**src/common/sdf_pkg.sv**
```systemverilog
// Constants shared by the self-test sequencer and the controller.
// Assumes one 50 MHz clock and an active-low asynchronous reset.
// Contract
// - Controller holds shared reset until its tests end
// - Fault indicator lit from power-up until sequence ends
// - Init watchdog, serial format, peripheral defaults first
// - After init light tone, failsoft, keying indicators
// - Errors classed fatal (reset) or non-fatal (warning)
// - Early failures go to fault indicator only
// - Flash fixed count, then starve watchdog; unserviced while flashing too, default WDOG_CYC fires before the first flash
// - Later failures queued, sent after link verified
// - Fatal code: show five seconds, then reset
// - Non-fatal code: show, keep servicing, no reset
// - Order: stand-alone, system-level, then audio tests
// - Skip system and audio after watchdog reset
// - Tone indicator off when stand-alone tests begin
// - RAM toggle test; failure flashes four times
// - Byte interrupt per bus byte, about 322.1 us
// - Missing byte interrupt flashes twice, then reset
// - Ring clock half E, sync every 40 clocks
// - Bus strobe 3105 Hz square, address driven
// - Address nibble advances modulo 16
// - Bus clock E is 1.9872 MHz square wave; e_clk_out toggles every E_HALF_CYC (12) clocks, about 2.083 MHz
// - Uncorrected fatal fault fails identically every restart
// - Module never drives the shared reset
// - Watchdog timeout gives about two E cycle pulse
package sdf_pkg;
   localparam int          CLK_HZ         = 50000000;
   localparam int          E_HZ           = 1987200;
   // E half period in clk cycles, rounded down
   localparam int          E_HALF_CYC     = CLK_HZ / (2 * E_HZ);
   localparam int          STROBE_HZ      = 3105;
   localparam int          STROBE_HALF_CYC = CLK_HZ / (2 * STROBE_HZ);
   localparam int          BYTE_PERIOD_NS = 322100;
   localparam int          BYTE_PERIOD_CYC = BYTE_PERIOD_NS / 20;
   localparam int          RING_LEN       = 40;
   localparam int          SHOW_SEC       = 5;
   localparam int          SHOW_CYC       = SHOW_SEC * CLK_HZ;
   localparam int          WDOG_CYC       = 100000;
   localparam int          WDOG_PULSE_CYC = 2 * E_HALF_CYC * 2;
   localparam int          FLASH_HALF_CYC = 5000000;
   localparam int          IRQ_WAIT_CYC   = 2 * BYTE_PERIOD_CYC;
   localparam int          RAM_DEPTH      = 16;
   localparam int          Q_DEPTH        = 8;
   localparam logic [3:0]  FLASH_RAM      = 4'h4;
   localparam logic [3:0]  FLASH_IRQ      = 4'h2;
   localparam logic [7:0]  CODE_FATAL_BIT = 8'h80;
   localparam logic [7:0]  CODE_SYS       = 8'h81;
   localparam logic [7:0]  CODE_AUDIO     = 8'h02;
   localparam int          BAUD_DIV       = 434;
endpackage : sdf_pkg

```
**src/common/sdf_link_if.sv**
```systemverilog
// Shared pins between the add-on module and the station controller.
// Assumes both ends share clk_in; the bench resolves the reset wire.
`timescale 1ns/1ps
`default_nettype none
interface sdf_link_if;
   logic       mod_reset_n;     // Shared module reset, controller drives
   logic       ring_clock;
   logic       ring_frame_sync;
   logic       bus_strobe_n;
   logic [3:0] bus_address_nibble;
   logic       ser_valid;       // Serial link code strobe, module to ctrl
   logic [7:0] ser_code;
   logic       ser_ready;       // Controller accepts a code
   logic       link_ok;         // Controller echoes presence on link

   modport device_mp (input mod_reset_n, ring_clock, ring_frame_sync,
                      bus_strobe_n, bus_address_nibble, ser_ready, link_ok,
                      output ser_valid, ser_code);
   modport ctrl_mp (output mod_reset_n, ring_clock, ring_frame_sync,
                    bus_strobe_n, bus_address_nibble, ser_ready, link_ok,
                    input ser_valid, ser_code);
endinterface : sdf_link_if
`default_nettype wire

```
**src/sdf_device.sv**
```systemverilog
// Add-on module self-test sequencer with fault reporting.
// Assumes the link interface is driven by the controller end.
`timescale 1ns/1ps
`default_nettype none
module sdf_device
   import sdf_pkg::*;
   #(parameter int WDOG_CYCLES  = WDOG_CYC,
     parameter int FLASH_CYCLES = FLASH_HALF_CYC)
   (input  wire logic  clk_in,
    input  wire logic  rst_n_in,
    input  wire logic  ce_in,
    input  wire logic  ram_fault_in,    // Injected RAM stuck bit
    input  wire logic  sys_fault_in,    // System-level test fails
    input  wire logic  audio_fault_in,  // Audio test fails (warning)
    sdf_link_if.device_mp link,
    output logic       fault_ind_out,
    output logic       tone_ind_out,
    output logic       failsoft_ind_out,
    output logic       keying_ind_out,
    output logic       e_clk_out,
    output logic       bus_irq_out,
    output logic       done_out);

   typedef enum logic [3:0] {
      ST_HOLD  = 4'h0, ST_INIT = 4'h1, ST_RAM  = 4'h2, ST_IRQ = 4'h3,
      ST_SYS   = 4'h4, ST_AUD  = 4'h5, ST_SEND = 4'h6, ST_FLASH = 4'h7,
      ST_STALL = 4'h8, ST_DONE = 4'h9} sdf_state_type;

   sdf_state_type state_reg, state_next;
   logic [1:0]  rsy_reg;          // Shared reset synchroniser
   logic [1:0]  stb_reg;          // Strobe synchroniser
   logic        stb_d_reg;
   logic [7:0]  ediv_reg;
   logic        e_reg;
   logic [3:0]  ridx_reg, ridx_next;
   logic [7:0]  ram_reg [RAM_DEPTH];
   logic [7:0]  q_reg [Q_DEPTH];
   logic [2:0]  qw_reg, qw_next, qr_reg, qr_next;
   logic [31:0] cnt_reg, cnt_next, wd_reg;
   logic [3:0]  fl_reg, fl_next;
   logic        fault_reg, fault_next, tone_reg, tone_next;
   logic        side_reg, side_next, irq_seen_reg, irq_seen_next;
   logic        wdog_boot_reg;   // Last restart came from own watchdog
   logic        wd_fire;
   logic        irq_pulse;
   logic        q_push;
   logic [7:0]  q_din;
   logic [7:0]  code_reg;
   logic        sv_reg;

   // Toggle pattern for a RAM cell
   function automatic logic [7:0] sdf_tog(input logic [7:0] v, input logic f);
      sdf_tog = f ? (v | 8'h01) : v;
   endfunction : sdf_tog

   ////////////////////////////////////////////////////////////////////////
   // Pin synchronisers, bus clock and byte interrupt
   always_ff @(posedge clk_in or negedge rst_n_in)
   begin
      if (!rst_n_in)
      begin
         rsy_reg <= 2'b00; stb_reg <= 2'b11; stb_d_reg <= 1'b1;
         ediv_reg <= 8'h00; e_reg <= 1'b0;
      end
      else if (ce_in)
      begin
         rsy_reg <= {rsy_reg[0], link.mod_reset_n};
         stb_reg <= {stb_reg[0], link.bus_strobe_n};
         stb_d_reg <= stb_reg[1];
         ediv_reg <= (ediv_reg == 8'(E_HALF_CYC - 1)) ? 8'h00
                     : ediv_reg + 8'h01;
         if (ediv_reg == 8'(E_HALF_CYC - 1))
            e_reg <= ~e_reg;
      end
   end
   // One byte lands per strobe falling edge
   assign irq_pulse = stb_d_reg & ~stb_reg[1];

   ////////////////////////////////////////////////////////////////////////
   // Watchdog: serviced except while flashing/stalling
   always_ff @(posedge clk_in or negedge rst_n_in)
   begin
      if (!rst_n_in)
      begin
         wd_reg <= 32'h0; wdog_boot_reg <= 1'b0;
      end
      else if (ce_in)
      begin
         if (state_reg == ST_FLASH || state_reg == ST_STALL)
            wd_reg <= wd_reg + 32'h1;
         else if (wd_reg >= 32'(WDOG_CYCLES))
            wd_reg <= (wd_reg == 32'(WDOG_CYCLES + WDOG_PULSE_CYC)) ? 32'h0
                      : wd_reg + 32'h1;
         else
            wd_reg <= 32'h0;
         if (wd_fire)
            wdog_boot_reg <= 1'b1;
         else if (!rsy_reg[1])
            wdog_boot_reg <= 1'b0;
      end
   end
   assign wd_fire = (wd_reg >= 32'(WDOG_CYCLES));

   ////////////////////////////////////////////////////////////////////////
   // Sequencer next state
   always_comb
   begin
      state_next = state_reg;
      ridx_next = ridx_reg; qw_next = qw_reg; qr_next = qr_reg;
      cnt_next = cnt_reg; fl_next = fl_reg; fault_next = fault_reg;
      tone_next = tone_reg; side_next = side_reg;
      irq_seen_next = irq_seen_reg | irq_pulse;
      q_push = 1'b0; q_din = 8'h00;
      case (state_reg)
         ST_HOLD:
            if (rsy_reg[1])
               state_next = ST_INIT;
         ST_INIT:
         begin
            side_next = 1'b1;
            state_next = ST_RAM;
            ridx_next = 4'h0;
            tone_next = 1'b1;
         end
         ST_RAM:
         begin
            tone_next = 1'b0;
            if (sdf_tog(8'h00, 1'b1) != sdf_tog(8'h00, ~ram_fault_in))
            begin
               fl_next = FLASH_RAM;
               cnt_next = 32'h0;
               state_next = ST_FLASH;
            end
            else if (ridx_reg == 4'(RAM_DEPTH - 1))
            begin
               state_next = ST_IRQ;
               cnt_next = 32'h0;
               irq_seen_next = irq_pulse; // Set wins over clear
            end
            else
               ridx_next = ridx_reg + 4'h1;
         end
         ST_IRQ:
            if (irq_seen_reg)
               state_next = wdog_boot_reg ? ST_SEND : ST_SYS;
            else if (cnt_reg == 32'(IRQ_WAIT_CYC))
            begin
               fl_next = FLASH_IRQ;
               cnt_next = 32'h0;
               state_next = ST_FLASH;
            end
            else
               cnt_next = cnt_reg + 32'h1;
         ST_SYS:
         begin
            if (sys_fault_in)
            begin
               q_push = 1'b1; q_din = CODE_SYS;
            end
            state_next = ST_AUD;
         end
         ST_AUD:
         begin
            if (audio_fault_in)
            begin
               q_push = 1'b1; q_din = CODE_AUDIO;
            end
            state_next = ST_SEND;
         end
         ST_SEND:
            if (qr_reg == qw_reg)
               state_next = ST_DONE;
            else if (link.link_ok && link.ser_ready)
               qr_next = qr_reg + 3'h1;
         ST_FLASH:
         begin
            cnt_next = cnt_reg + 32'h1;
            if (cnt_reg == 32'(FLASH_CYCLES - 1))
            begin
               cnt_next = 32'h0;
               fault_next = ~fault_reg;
               if (fault_reg)
               begin
                  fl_next = fl_reg - 4'h1;
                  if (fl_reg == 4'h1)
                     state_next = ST_STALL;
               end
            end
         end
         ST_STALL:
            fault_next = 1'b1;
         ST_DONE:
            fault_next = 1'b0;
         default:
            state_next = ST_HOLD;
      endcase
      if (q_push)
         qw_next = qw_reg + 3'h1;
   end

   ////////////////////////////////////////////////////////////////////////
   // Sequencer registers; own watchdog or shared reset restarts it
   always_ff @(posedge clk_in or negedge rst_n_in)
   begin
      if (!rst_n_in)
      begin
         state_reg <= ST_HOLD; ridx_reg <= 4'h0; qw_reg <= 3'h0;
         qr_reg <= 3'h0; cnt_reg <= 32'h0; fl_reg <= 4'h0;
         fault_reg <= 1'b1; tone_reg <= 1'b0; side_reg <= 1'b0;
         irq_seen_reg <= 1'b0; code_reg <= 8'h00; sv_reg <= 1'b0;
      end
      else if (ce_in)
      begin
         if (!rsy_reg[1] || wd_fire)
         begin
            state_reg <= ST_HOLD; ridx_reg <= 4'h0; qw_reg <= 3'h0;
            qr_reg <= 3'h0; fault_reg <= 1'b1; side_reg <= 1'b0;
            tone_reg <= 1'b0; cnt_reg <= 32'h0; sv_reg <= 1'b0;
         end
         else
         begin
            state_reg <= state_next; ridx_reg <= ridx_next;
            qw_reg <= qw_next; qr_reg <= qr_next; cnt_reg <= cnt_next;
            fl_reg <= fl_next; fault_reg <= fault_next;
            tone_reg <= tone_next;
            side_reg <= side_next; irq_seen_reg <= irq_seen_next;
            sv_reg <= (state_reg == ST_SEND) && (qr_reg != qw_reg)
                      && link.link_ok && link.ser_ready;
            code_reg <= q_reg[qr_reg];
         end
      end
   end

   // Queue storage and RAM image
   always_ff @(posedge clk_in)
   begin
      if (ce_in && q_push)
         q_reg[qw_reg] <= q_din;
      if (ce_in && state_reg == ST_RAM)
         ram_reg[ridx_reg] <= 8'h00;
   end

   assign fault_ind_out = fault_reg;
   assign tone_ind_out = tone_reg;
   assign failsoft_ind_out = side_reg;
   assign keying_ind_out = side_reg;
   assign e_clk_out = e_reg;
   assign bus_irq_out = irq_pulse;
   assign done_out = (state_reg == ST_DONE);
   assign link.ser_valid = sv_reg;
   assign link.ser_code = code_reg;
   // no output of this module drives the shared reset
endmodule : sdf_device
`default_nettype wire

```
**src/flat_wrapper.sv**
```systemverilog
// flat-port wrapper written by rule: the top's interface ports become plain ports
module sdf_device_flat import sdf_pkg::*;
#(parameter int WDOG_CYCLES  = WDOG_CYC,
     parameter int FLASH_CYCLES = FLASH_HALF_CYC)
  (clk_in, rst_n_in, ce_in, ram_fault_in, sys_fault_in, audio_fault_in, fault_ind_out, tone_ind_out, failsoft_ind_out, keying_ind_out, e_clk_out, bus_irq_out, done_out, link_mod_reset_n, link_ring_clock, link_ring_frame_sync, link_bus_strobe_n, link_bus_address_nibble, link_ser_ready, link_link_ok, link_ser_valid, link_ser_code);
  sdf_link_if link_i ();
  input  wire logic clk_in;
  input  wire logic rst_n_in;
  input  wire logic ce_in;
  input  wire logic ram_fault_in;
  input  wire logic sys_fault_in;
  input  wire logic audio_fault_in;
  output logic fault_ind_out;
  output logic tone_ind_out;
  output logic failsoft_ind_out;
  output logic keying_ind_out;
  output logic e_clk_out;
  output logic bus_irq_out;
  output logic done_out;
  input wire logic [$bits(link_i.mod_reset_n)-1:0] link_mod_reset_n;
  input wire logic [$bits(link_i.ring_clock)-1:0] link_ring_clock;
  input wire logic [$bits(link_i.ring_frame_sync)-1:0] link_ring_frame_sync;
  input wire logic [$bits(link_i.bus_strobe_n)-1:0] link_bus_strobe_n;
  input wire logic [$bits(link_i.bus_address_nibble)-1:0] link_bus_address_nibble;
  input wire logic [$bits(link_i.ser_ready)-1:0] link_ser_ready;
  input wire logic [$bits(link_i.link_ok)-1:0] link_link_ok;
  output wire logic [$bits(link_i.ser_valid)-1:0] link_ser_valid;
  output wire logic [$bits(link_i.ser_code)-1:0] link_ser_code;
  assign link_i.mod_reset_n = link_mod_reset_n;
  assign link_i.ring_clock = link_ring_clock;
  assign link_i.ring_frame_sync = link_ring_frame_sync;
  assign link_i.bus_strobe_n = link_bus_strobe_n;
  assign link_i.bus_address_nibble = link_bus_address_nibble;
  assign link_i.ser_ready = link_ser_ready;
  assign link_i.link_ok = link_link_ok;
  assign link_ser_valid = link_i.ser_valid;
  assign link_ser_code = link_i.ser_code;
  sdf_device #(.WDOG_CYCLES(WDOG_CYCLES), .FLASH_CYCLES(FLASH_CYCLES)) u_core (.clk_in(clk_in), .rst_n_in(rst_n_in), .ce_in(ce_in), .ram_fault_in(ram_fault_in), .sys_fault_in(sys_fault_in), .audio_fault_in(audio_fault_in), .link(link_i), .fault_ind_out(fault_ind_out), .tone_ind_out(tone_ind_out), .failsoft_ind_out(failsoft_ind_out), .keying_ind_out(keying_ind_out), .e_clk_out(e_clk_out), .bus_irq_out(bus_irq_out), .done_out(done_out));
endmodule
```
**config.mk**
```make
export PLATFORM = sky130hd
export DESIGN_NAME = sdf_device_flat
export DESIGN_NICKNAME = d
export VERILOG_FILES = /design/src/common/sdf_pkg.sv /design/src/common/sdf_link_if.sv /design/src/sdf_device.sv /design/src/flat_wrapper.sv
export SDC_FILE = /design/constraint.sdc
export NUM_CORES = 1
export LEC_CHECK = 0
export ABC_AREA = 0
export BUFFER_PORTS_ARGS = -buffer_cell sky130_fd_sc_hd__buf_2
export CAP_MARGIN = 20
export CORE_ASPECT_RATIO = 1.75
export CORE_MARGIN = 2
export CORE_UTILIZATION = 45
export CTS_BUF_LIST = sky130_fd_sc_hd__clkbuf_4
export DETAILED_ROUTE_END_ITERATION = 8
export GPL_TIMING_DRIVEN = 0
export PLACE_DENSITY_LB_ADDON = 0.3
export SLEW_MARGIN = 30
export SYNTH_ARGS = -nofsm -noshare
export SYNTH_HDL_FRONTEND = slang
export SYNTH_SLANG_ARGS = --single-unit
```
**constraint.sdc**
```tcl
create_clock -name clk_in -period 6.2 [get_ports clk_in]
set_clock_uncertainty 0.2 [all_clocks]
set_input_delay 0.93 -clock clk_in [delete_from_list [all_inputs] [get_ports clk_in]]
set_output_delay 0.93 -clock clk_in [all_outputs]
set_load 0.01 [all_outputs]
```
==> flow_summary_export.csv, run 1 <==
group,metric,value,unit
timing,slew_headroom,53.2,%
finish,nets,736,
die,die_x,94.6,um
global_routing,grt_pass1_vias,5505,
timing,layout_setup_ws,3.18,ns
timing,rsz0062_at_grt,"false",
pwr,powerDensity,269,nW/um2
cts,path_clk_slew,0.12,ns
placed_design,pre_cts_ws,2.52,ns
critical_path,worst-endpoint-arrival,3.05,ns
synth,syn_area,6470,um2
synth,yosysSeqAreaShare,47.8,%
cts,hold_buffers,0,
cts,ctsResizeCount,0,
critical_path,cp-start-kind,"primary input",
timing,finalSetupViolations,0,
detailed_routing,num_vias,5264,
global_routing,antenna_found_initial,1,
cts,cts_tree,"done",
critical_path,critPathMaxFanout,10,
synth,syn_inst,666,
critical_path,reg2regPathDepth,9,
pwr,p_leak,3.00,nW
timing,worst_slew_pin_slew,0.692,ns
detailed_routing,wirelength,15.8,mm
outcome,status,"finished clean",
synth,async_flop_share,86.7,%
cts,cts_sinks,120,
pwr,peakVddDrop,0.115,mV
timing,fmax,331,MHz
critical_path,critPathKind,"in -> reg",
global_routing,grt_pass1_wl,26.1,mm
die,rows,58,
detailed_routing,vias_per_cell,5.82,
cts,clock-root-buffer,"clkbuf_4",
critical_path,worstSetupStartpoint,"ce_in",
die,die_area,15400,um2
min_path,hold_class,"in -> async",
critical_path,cpMostUsedCell,"clkbuf_1",
critical_path,path_delay_family,"buffers and inverters",
placed_design,dp_hpwl,11.4,mm
detailed_routing,postRouteAntennaNets,0,
finish,area_growth,9.95,%
critical_path,r2r_setup_slack,3.21,ns
finish,fillers,1349,
synth,synth_area_per_cell,9.71,um2
placed_design,place_congestion,0.927,
critical_path,slowest_stage,"buf_1",
timing,period_needed,3.02,ns
die,core_region_area,14200,um2
timing,min_period_over_period,48.8,%
detailed_routing,drc,0,
cts,clockBufferDepth,2,
cts,htreeDepth,4,
synth,ys.flop_type,"dfrtp_1",
finish,multi_input_area,3140,um2
detailed_routing,first_iter_violations,264,
placed_design,portBuffers,20,
detailed_routing,drt-pass1-iter-count,6,
finish,drive_gt1_share,14.5,%
synth,yosysUniqueCellTypes,76,
critical_path,crit_required,6.23,ns
global_routing,grt-ovfl-total,0,
synth,ys_warn_count,0,
cts,cts_inserted_buffers,17,
cts,post_cts.repair.setup_buffers,0,
finish,seq_area,3090,um2
critical_path,critical_path_depth,6,
global_routing,grt_max_degree,72,
job,maxCapViolations,0,
synth,synth_seq_cells,120,
die,die_h,163,um
critical_path,critPathCapture,"u_core.q_reg[1][0]",
critical_path,endpoint_kind,"flop",
timing,finalSetupTns,0,ns
critical_path,crit_path_max_incr_delay,0.53,ns
critical_path,timing.rr.end,"u_core.cnt_reg[29]",
die,start_util,45.5,%
critical_path,reg2reg_from,"u_core.state_reg[3]",
cts,clock_latency,0.54,ns
timing,maxSlewViolCount,0,
critical_path,path_cells,"buf_2 > clkbuf_1 > clkbuf_1 > buf_1 > nand3_1 > nor3_1",
critical_path,critPathBufInv,4,
die,num_io_pins,32,
global_routing,grt_usage,21.4,%
synth,synth_edf_count,16,
timing,hold_violations,0,
detailed_routing,detail_route.wl_per_cell,17.5,um
## worst min path at each step
| stage | start | end | slack (ns) | depth (start not counted) |
|---|---|---|---|---|
| final | rst_n_in | u_core.wd_reg[10] | 0.06 | 1 |
| after global routing | rst_n_in | u_core.cnt_reg[12] | 0.04 | 1 |
| after CTS | rst_n_in | u_core.cnt_reg[10] | 0.04 | 1 |
| after detailed placement | u_core.e_clk_out | u_core.e_clk_out | 0.26 | 1 |
| after global placement | u_core.e_clk_out | u_core.e_clk_out | 0.25 | 1 |
| after floorplan | u_core.ediv_reg[7] | u_core.ediv_reg[7] | 0.25 | 1 |
## power by group
| part | internal (mW) | total, mW | switching (mW) |
|---|---|---|---|
| Sequential | 0.867 | 0.929 | 0.0623 |
| Combinational | 0.167 | 0.442 | 0.275 |
| Clock | 0.212 | 0.539 | 0.327 |
## synthesized netlist by cell type (3+ instances only)
cell type,count,area [um2]
nand2b_1,6,37.5
buf_1,4,15.0
buf_4,10,75.1
nand3_1,30,150
and2_1,8,50.1
nor4_1,7,43.8
dfrtp_1,100,2500
nor3b_1,3,22.5
o21ai_0,69,345
a21oi_1,11,55.1
nor2b_1,11,68.8
nor4b_1,3,26.3
nand2_1,70,263
xor2_1,16,140
mux2_2,6,67.6
edfxtp_1,16,480
and3_1,21,131
a32o_1,3,30.0
clkbuf_1,14,52.6
o41ai_1,7,61.3
a31oi_1,7,43.8
and4_1,6,52.6
mux4_2,4,90.1
inv_1,14,52.6
dfstp_2,4,105
xnor2_1,22,193
o211ai_1,3,22.5
a41oi_1,3,26.3
o2bb2ai_1,3,26.3
nor3_1,14,70.1
nand4_1,24,150
buf_2,8,40.0
nor2_1,58,218
a21o_1,4,30.0
o31ai_1,17,128
ha_1,10,125
## layer usage
layer	share of wire [%]	vias to the layer above	track usage [%]
met5	0	-	0
met4	3.1	0	9.55
met3	2.5	42	4.49
met2	54	108	39.2
met1	40	2597	23.0
li1	-	2517	-
## placed cells by master (no fill, tap or decap), types with 5 or more instances in the layout
master    count
nand3_1      30
dfrtp_1     100
nand2b_1      6
nor2_1       58
nand4_1      24
and2_1        8
xnor2_1      22
edfxtp_1     16
nor4_1        7
inv_1        14
nor2b_1      11
clkbuf_1     14
and3_1       21
xor2_1       16
o21ai_0      69
nand2_1      70
conb_1        5
and4_1        6
a31oi_1       7
clkbuf_4     19
buf_2        27
nor3_1       14
o41ai_1       7
a21oi_1      11
mux2_2        6
o31ai_1      17
buf_4        10
ha_1         10
## final cells by class
type | instances | area share (%)
Multi-Input combinational cell | 498 | 44.2
Sequential cell | 120 | 43.4
Buffer | 38 | 2.80
Clock buffer | 19 | 2.01
Antenna cell | 1 | 0.0352
Tap cell | 180 | 3.17
Inverter | 14 | 0.739
Clock inverter | 13 | 1.74
Timing Repair Buffer | 21 | 1.88
## metrics by stage
stage	hold WS, ns	instances	utilization, %	power (mW)	area, um2
after floorplan	0.246	670	-	1.23	6480
after global placement	0.249	870	47.9	1.36	6810
after detailed placement	0.258	871	48.1	1.38	6840
after CTS	0.0354	903	50.0	1.92	7110
after global routing	0.0353	904	50.0	2.01	7110
final	0.0555	904	50.0	1.91	7110
## logic make-up after synthesis
group	synth area share [%]
compound gates	14.1
xor+xnor	5.15
fa+ha+maj	1.93
buf+inv	3.89
flops	47.8
mux	2.75
other cells	0.0580
simple gates	24.4
No activity file was read; power rests on OpenSTA's default activity.
==> run 2, diff against run 1 <==
--- a/config.mk
+++ b/config.mk
@@ -5,7 +5,7 @@
 export SDC_FILE = /design/constraint.sdc
 export NUM_CORES = 1
 export LEC_CHECK = 0
-export ABC_AREA = 0
+export ABC_AREA = 1
 export BUFFER_PORTS_ARGS = -buffer_cell sky130_fd_sc_hd__buf_2
 export CAP_MARGIN = 20
 export CORE_ASPECT_RATIO = 1.75
==> constraint.sdc (replaced) <==
create_clock -name clk_in -period 2.49 [get_ports clk_in]
set_clock_uncertainty 0.2 [all_clocks]
set_input_delay 0.3735 -clock clk_in [delete_from_list [all_inputs] [get_ports clk_in]]
set_output_delay 0.3735 -clock clk_in [all_outputs]
set_load 0.01 [all_outputs]
==> flow_summary_export.csv, run 2 <==
group,metric,value,unit
global_routing,grt_pass1_vias,7223,
finish,nets,1188,
synth,yosys-top-cells-area,"dfrtp_1 (32%), nand2_1 (16%), nor2_1 (7.6%)",
timing,min_period_over_period,97.1,%
synth,synth_edf_count,16,
die,rows,63,
detailed_routing,met2WireLength,11.4,mm
critical_path,critPathMaxFanout,10,
detailed_routing,first_iter_violations,364,
cts,path_clk_slew,0.14,ns
finish,fillers,1764,
timing,hold_violations,0,
synth,ys_warn_count,0,
critical_path,cpMostUsedCell,"nand2_1",
synth,synth_seq_cells,120,
die,start_util,45.9,%
critical_path,slowest_stage,"o211ai_1",
global_routing,antenna_found_initial,1,
critical_path,crit_path_max_incr_delay,0.43,ns
placed_design,dp.cells,1365,
cts,clockBufferDepth,2,
synth,synth_fa_ha_area_share,1.62,%
placed_design,portBuffers,19,
die,die_area,18300,um2
job,maxCapViolations,0,
outcome,status,"finished clean",
synth,syn_inst,1114,
synth,yosysSeqAreaShare,39.9,%
detailed_routing,drt-pass1-iter-count,8,
synth,async_flop_share,86.7,%
pwr,p_switching,1.36,mW
pwr,switching_share,29.9,%
timing,slew_headroom,61.9,%
synth,ys.flop_type,"dfrtp_1",
critical_path,crit_required,2.75,ns
pwr,power_frac_seq,51.1,%
timing,worst_slew_pin_slew,0.571,ns
finish,stdcell_area,8650,um2
detailed_routing,vias_per_cell,5.16,
synth,yosys.area.top_type,"dfrtp_1",
cts,htreeDepth,4,
pwr,p_leak,4.04,nW
detailed_routing,drt-met1-wl,7.76,mm
synth,synth_common_cells,"nand2_1 (339), nor2_1 (156), inv_1 (139)",
global_routing,grt_max_degree,55,
cts,cts_sinks,120,
finish,drive_gt1_share,10.2,%
timing,period_needed,2.42,ns
detailed_routing,drc,0,
cts,cts_inserted_buffers,17,
finish,seq_area,3090,um2
pwr,p_comb_share,13.6,%
finish,multi_input_area,3990,um2
timing,rsz0062_at_grt,"false",
cts,clock_latency,0.59,ns
detailed_routing,highest-signal-layer,"met4",
finish,mostFrequentLayoutCell,"nand2_1",
synth,yosys-mux-area-fraction,0.517,%
timing,finalSetupViolations,0,
die,core_region_area,16900,um2
critical_path,critPathKind,"reg -> reg",
pwr,finalPower,4.55,mW
detailed_routing,wl_met3,676,um
synth,synth_top_family_by_area,"simple AND/OR/NAND/NOR gates",
synth,syn_area,7740,um2
cts,clock-root-buffer,"clkbuf_4",
global_routing,grt_pass1_wl,34.3,mm
critical_path,cp-start-kind,"flop",
placed_design,dp_hpwl,16.0,mm
timing,maxSlewViolCount,0,
cts,cts_tree,"done",
pwr,powerDensity,526,nW/um2
synth,synth-xor-area-share,4.64,%
synth,yosys.area_share.simple,36.8,%
global_routing,grt_usage,24.4,%
timing,finalSetupTns,0,ns
finish,mostFrequentLayoutCells,"nand2_1 (339), nor2_1 (150), inv_1 (138)",
critical_path,endpoint_kind,"flop",
die,die_x,103,um
pwr,p_int,3.19,mW
finish,stdcell_count,1404,
detailed_routing,detail_route.wl_per_cell,14.9,um
die,num_io_pins,32,
synth,synth_compound_area_share,6.67,%
synth,synth_area_per_cell,6.95,um2
min_path,hold_class,"in -> reg",
timing,fmax,413,MHz
die,die_h,178,um
placed_design,place_area,8170,um2
critical_path,worst-endpoint-arrival,2.68,ns
pwr,p_clk_share,35.4,%
global_routing,grt-ovfl-total,0,
synth,synth.top_cell.area_share,32.3,%
placed_design,place_congestion,0.993,
detailed_routing,postRouteAntennaNets,0,
pwr,peakVddDrop,0.430,mV
detailed_routing,num_vias,7244,
synth,yosysUniqueCellTypes,42,
detailed_routing,wirelength,21.0,mm
finish,area_growth,11.7,%
synth,yosysMostFrequentCell,"nand2_1",
critical_path,path_cells,"clkbuf_2 > nand2_1 > inv_1 > nand2_1 > clkinv_1 > clkbuf_1 > o211ai_1 > nor2_1 > nand2_1 > nand2_1",
## run 2: cell count changes after synthesis, sizes merged, moves of 12 or more
cell	change
nor3	+15
nand2	+270
o211ai	+12
nor2	+102
nand3	+56
o21ai	-33
and3	-21
xnor2	-13
a21oi	+23
o31ai	-16
inv	+129
xor2	+16
## run 2: cells by family (layout without fill, tap and decap cells)
kind of cell,Yosys count,count (layout)
other,1,7
and+or+nand+nor,664,664
xor gates and xnor gates,41,41
muxes,4,4
adders and majority gates,10,10
DFF,120,120
AOI/OAI and AO/OA,93,93
buffers and inverters,181,238
## run 2: critical path: cells and delay by family (launching register included)
kind | cells | cell delay (ns)
buffers and inverters | 4 | 0.83
AND/OR/NAND/NOR | 5 | 0.44
AO/OA/AOI/OAI | 1 | 0.43
flip-flops | 1 | 0.39
## run 2: final timing paths
path | startpoint | end | slack (ns) | cells past startpoint
worst max-delay path | u_core.state_reg[0] | u_core.cnt_reg[16] | 0.07 | 10
worst min-delay path | audio_fault_in | u_core.q_reg[5][1] | 0.04 | 3
worst max register to register | u_core.state_reg[0] | u_core.cnt_reg[16] | 0.07 | 10
worst min register to register | u_core.ediv_reg[7] | u_core.ediv_reg[7] | 0.28 | 1
max in group asynchronous | rst_n_in | u_core.wd_reg[15] | 1.30 | 3
min in group asynchronous | rst_n_in | u_core.state_reg[0] | 0.10 | 2
## run 2: power groups by stage
| stage | clock network [mW] | registers (mW) | logic (mW) |
|---|---|---|---|
| final | 1.61 | 2.32 | 0.616 |
| after floorplan | 0 | 2.32 | 0.452 |
| after detailed placement | 0 | 2.35 | 0.616 |
| after global placement | 0 | 2.36 | 0.588 |
| after CTS | 1.66 | 2.32 | 0.622 |
| after global routing | 1.73 | 2.35 | 0.727 |
## run 2: routing by layer
| layer | vias to the layer above | global-route usage, % |
|---|---|---|
| met4 | 0 | 14.9 |
| met5 | - | 0 |
| met1 | 3375 | 24.8 |
| li1 | 3636 | - |
| met2 | 164 | 44.9 |
| met3 | 69 | 4.06 |
## run 2: through the flow
step           worst slack, ns  util (%)  hold slack [ns]
2_1_floorplan            0.355         -           -0.122
3_3_place_gp            -0.440      48.2            0.253
3_5_place_dp            -0.261      48.4            0.170
4_1_cts                0.00446      50.8           0.0111
5_1_grt                 0.0113      51.3           0.0157
6_report                0.0712      51.3           0.0428
## run 2: timing repair
action / 4_1_cts / 5_1_grt
hold buffers: 6 / 0
setup buffers: 0 / 1
pin swaps: 0 / 1
setup endpoints to repair: 17 / 67
hold endpoints to repair: 110 / 0
resized for setup: 5 / 26
## run 2: area by class of cell
cell class | instances | share of cell area, %
multi-input combinational | 817 | 46.1
sequential | 120 | 35.7
inverter | 144 | 6.25
tap | 227 | 3.28
buffer | 35 | 2.57
timing repair buffer | 27 | 2.27
clock inverter | 13 | 2.05
clock buffer | 19 | 1.65
antenna | 2 | 0.0579
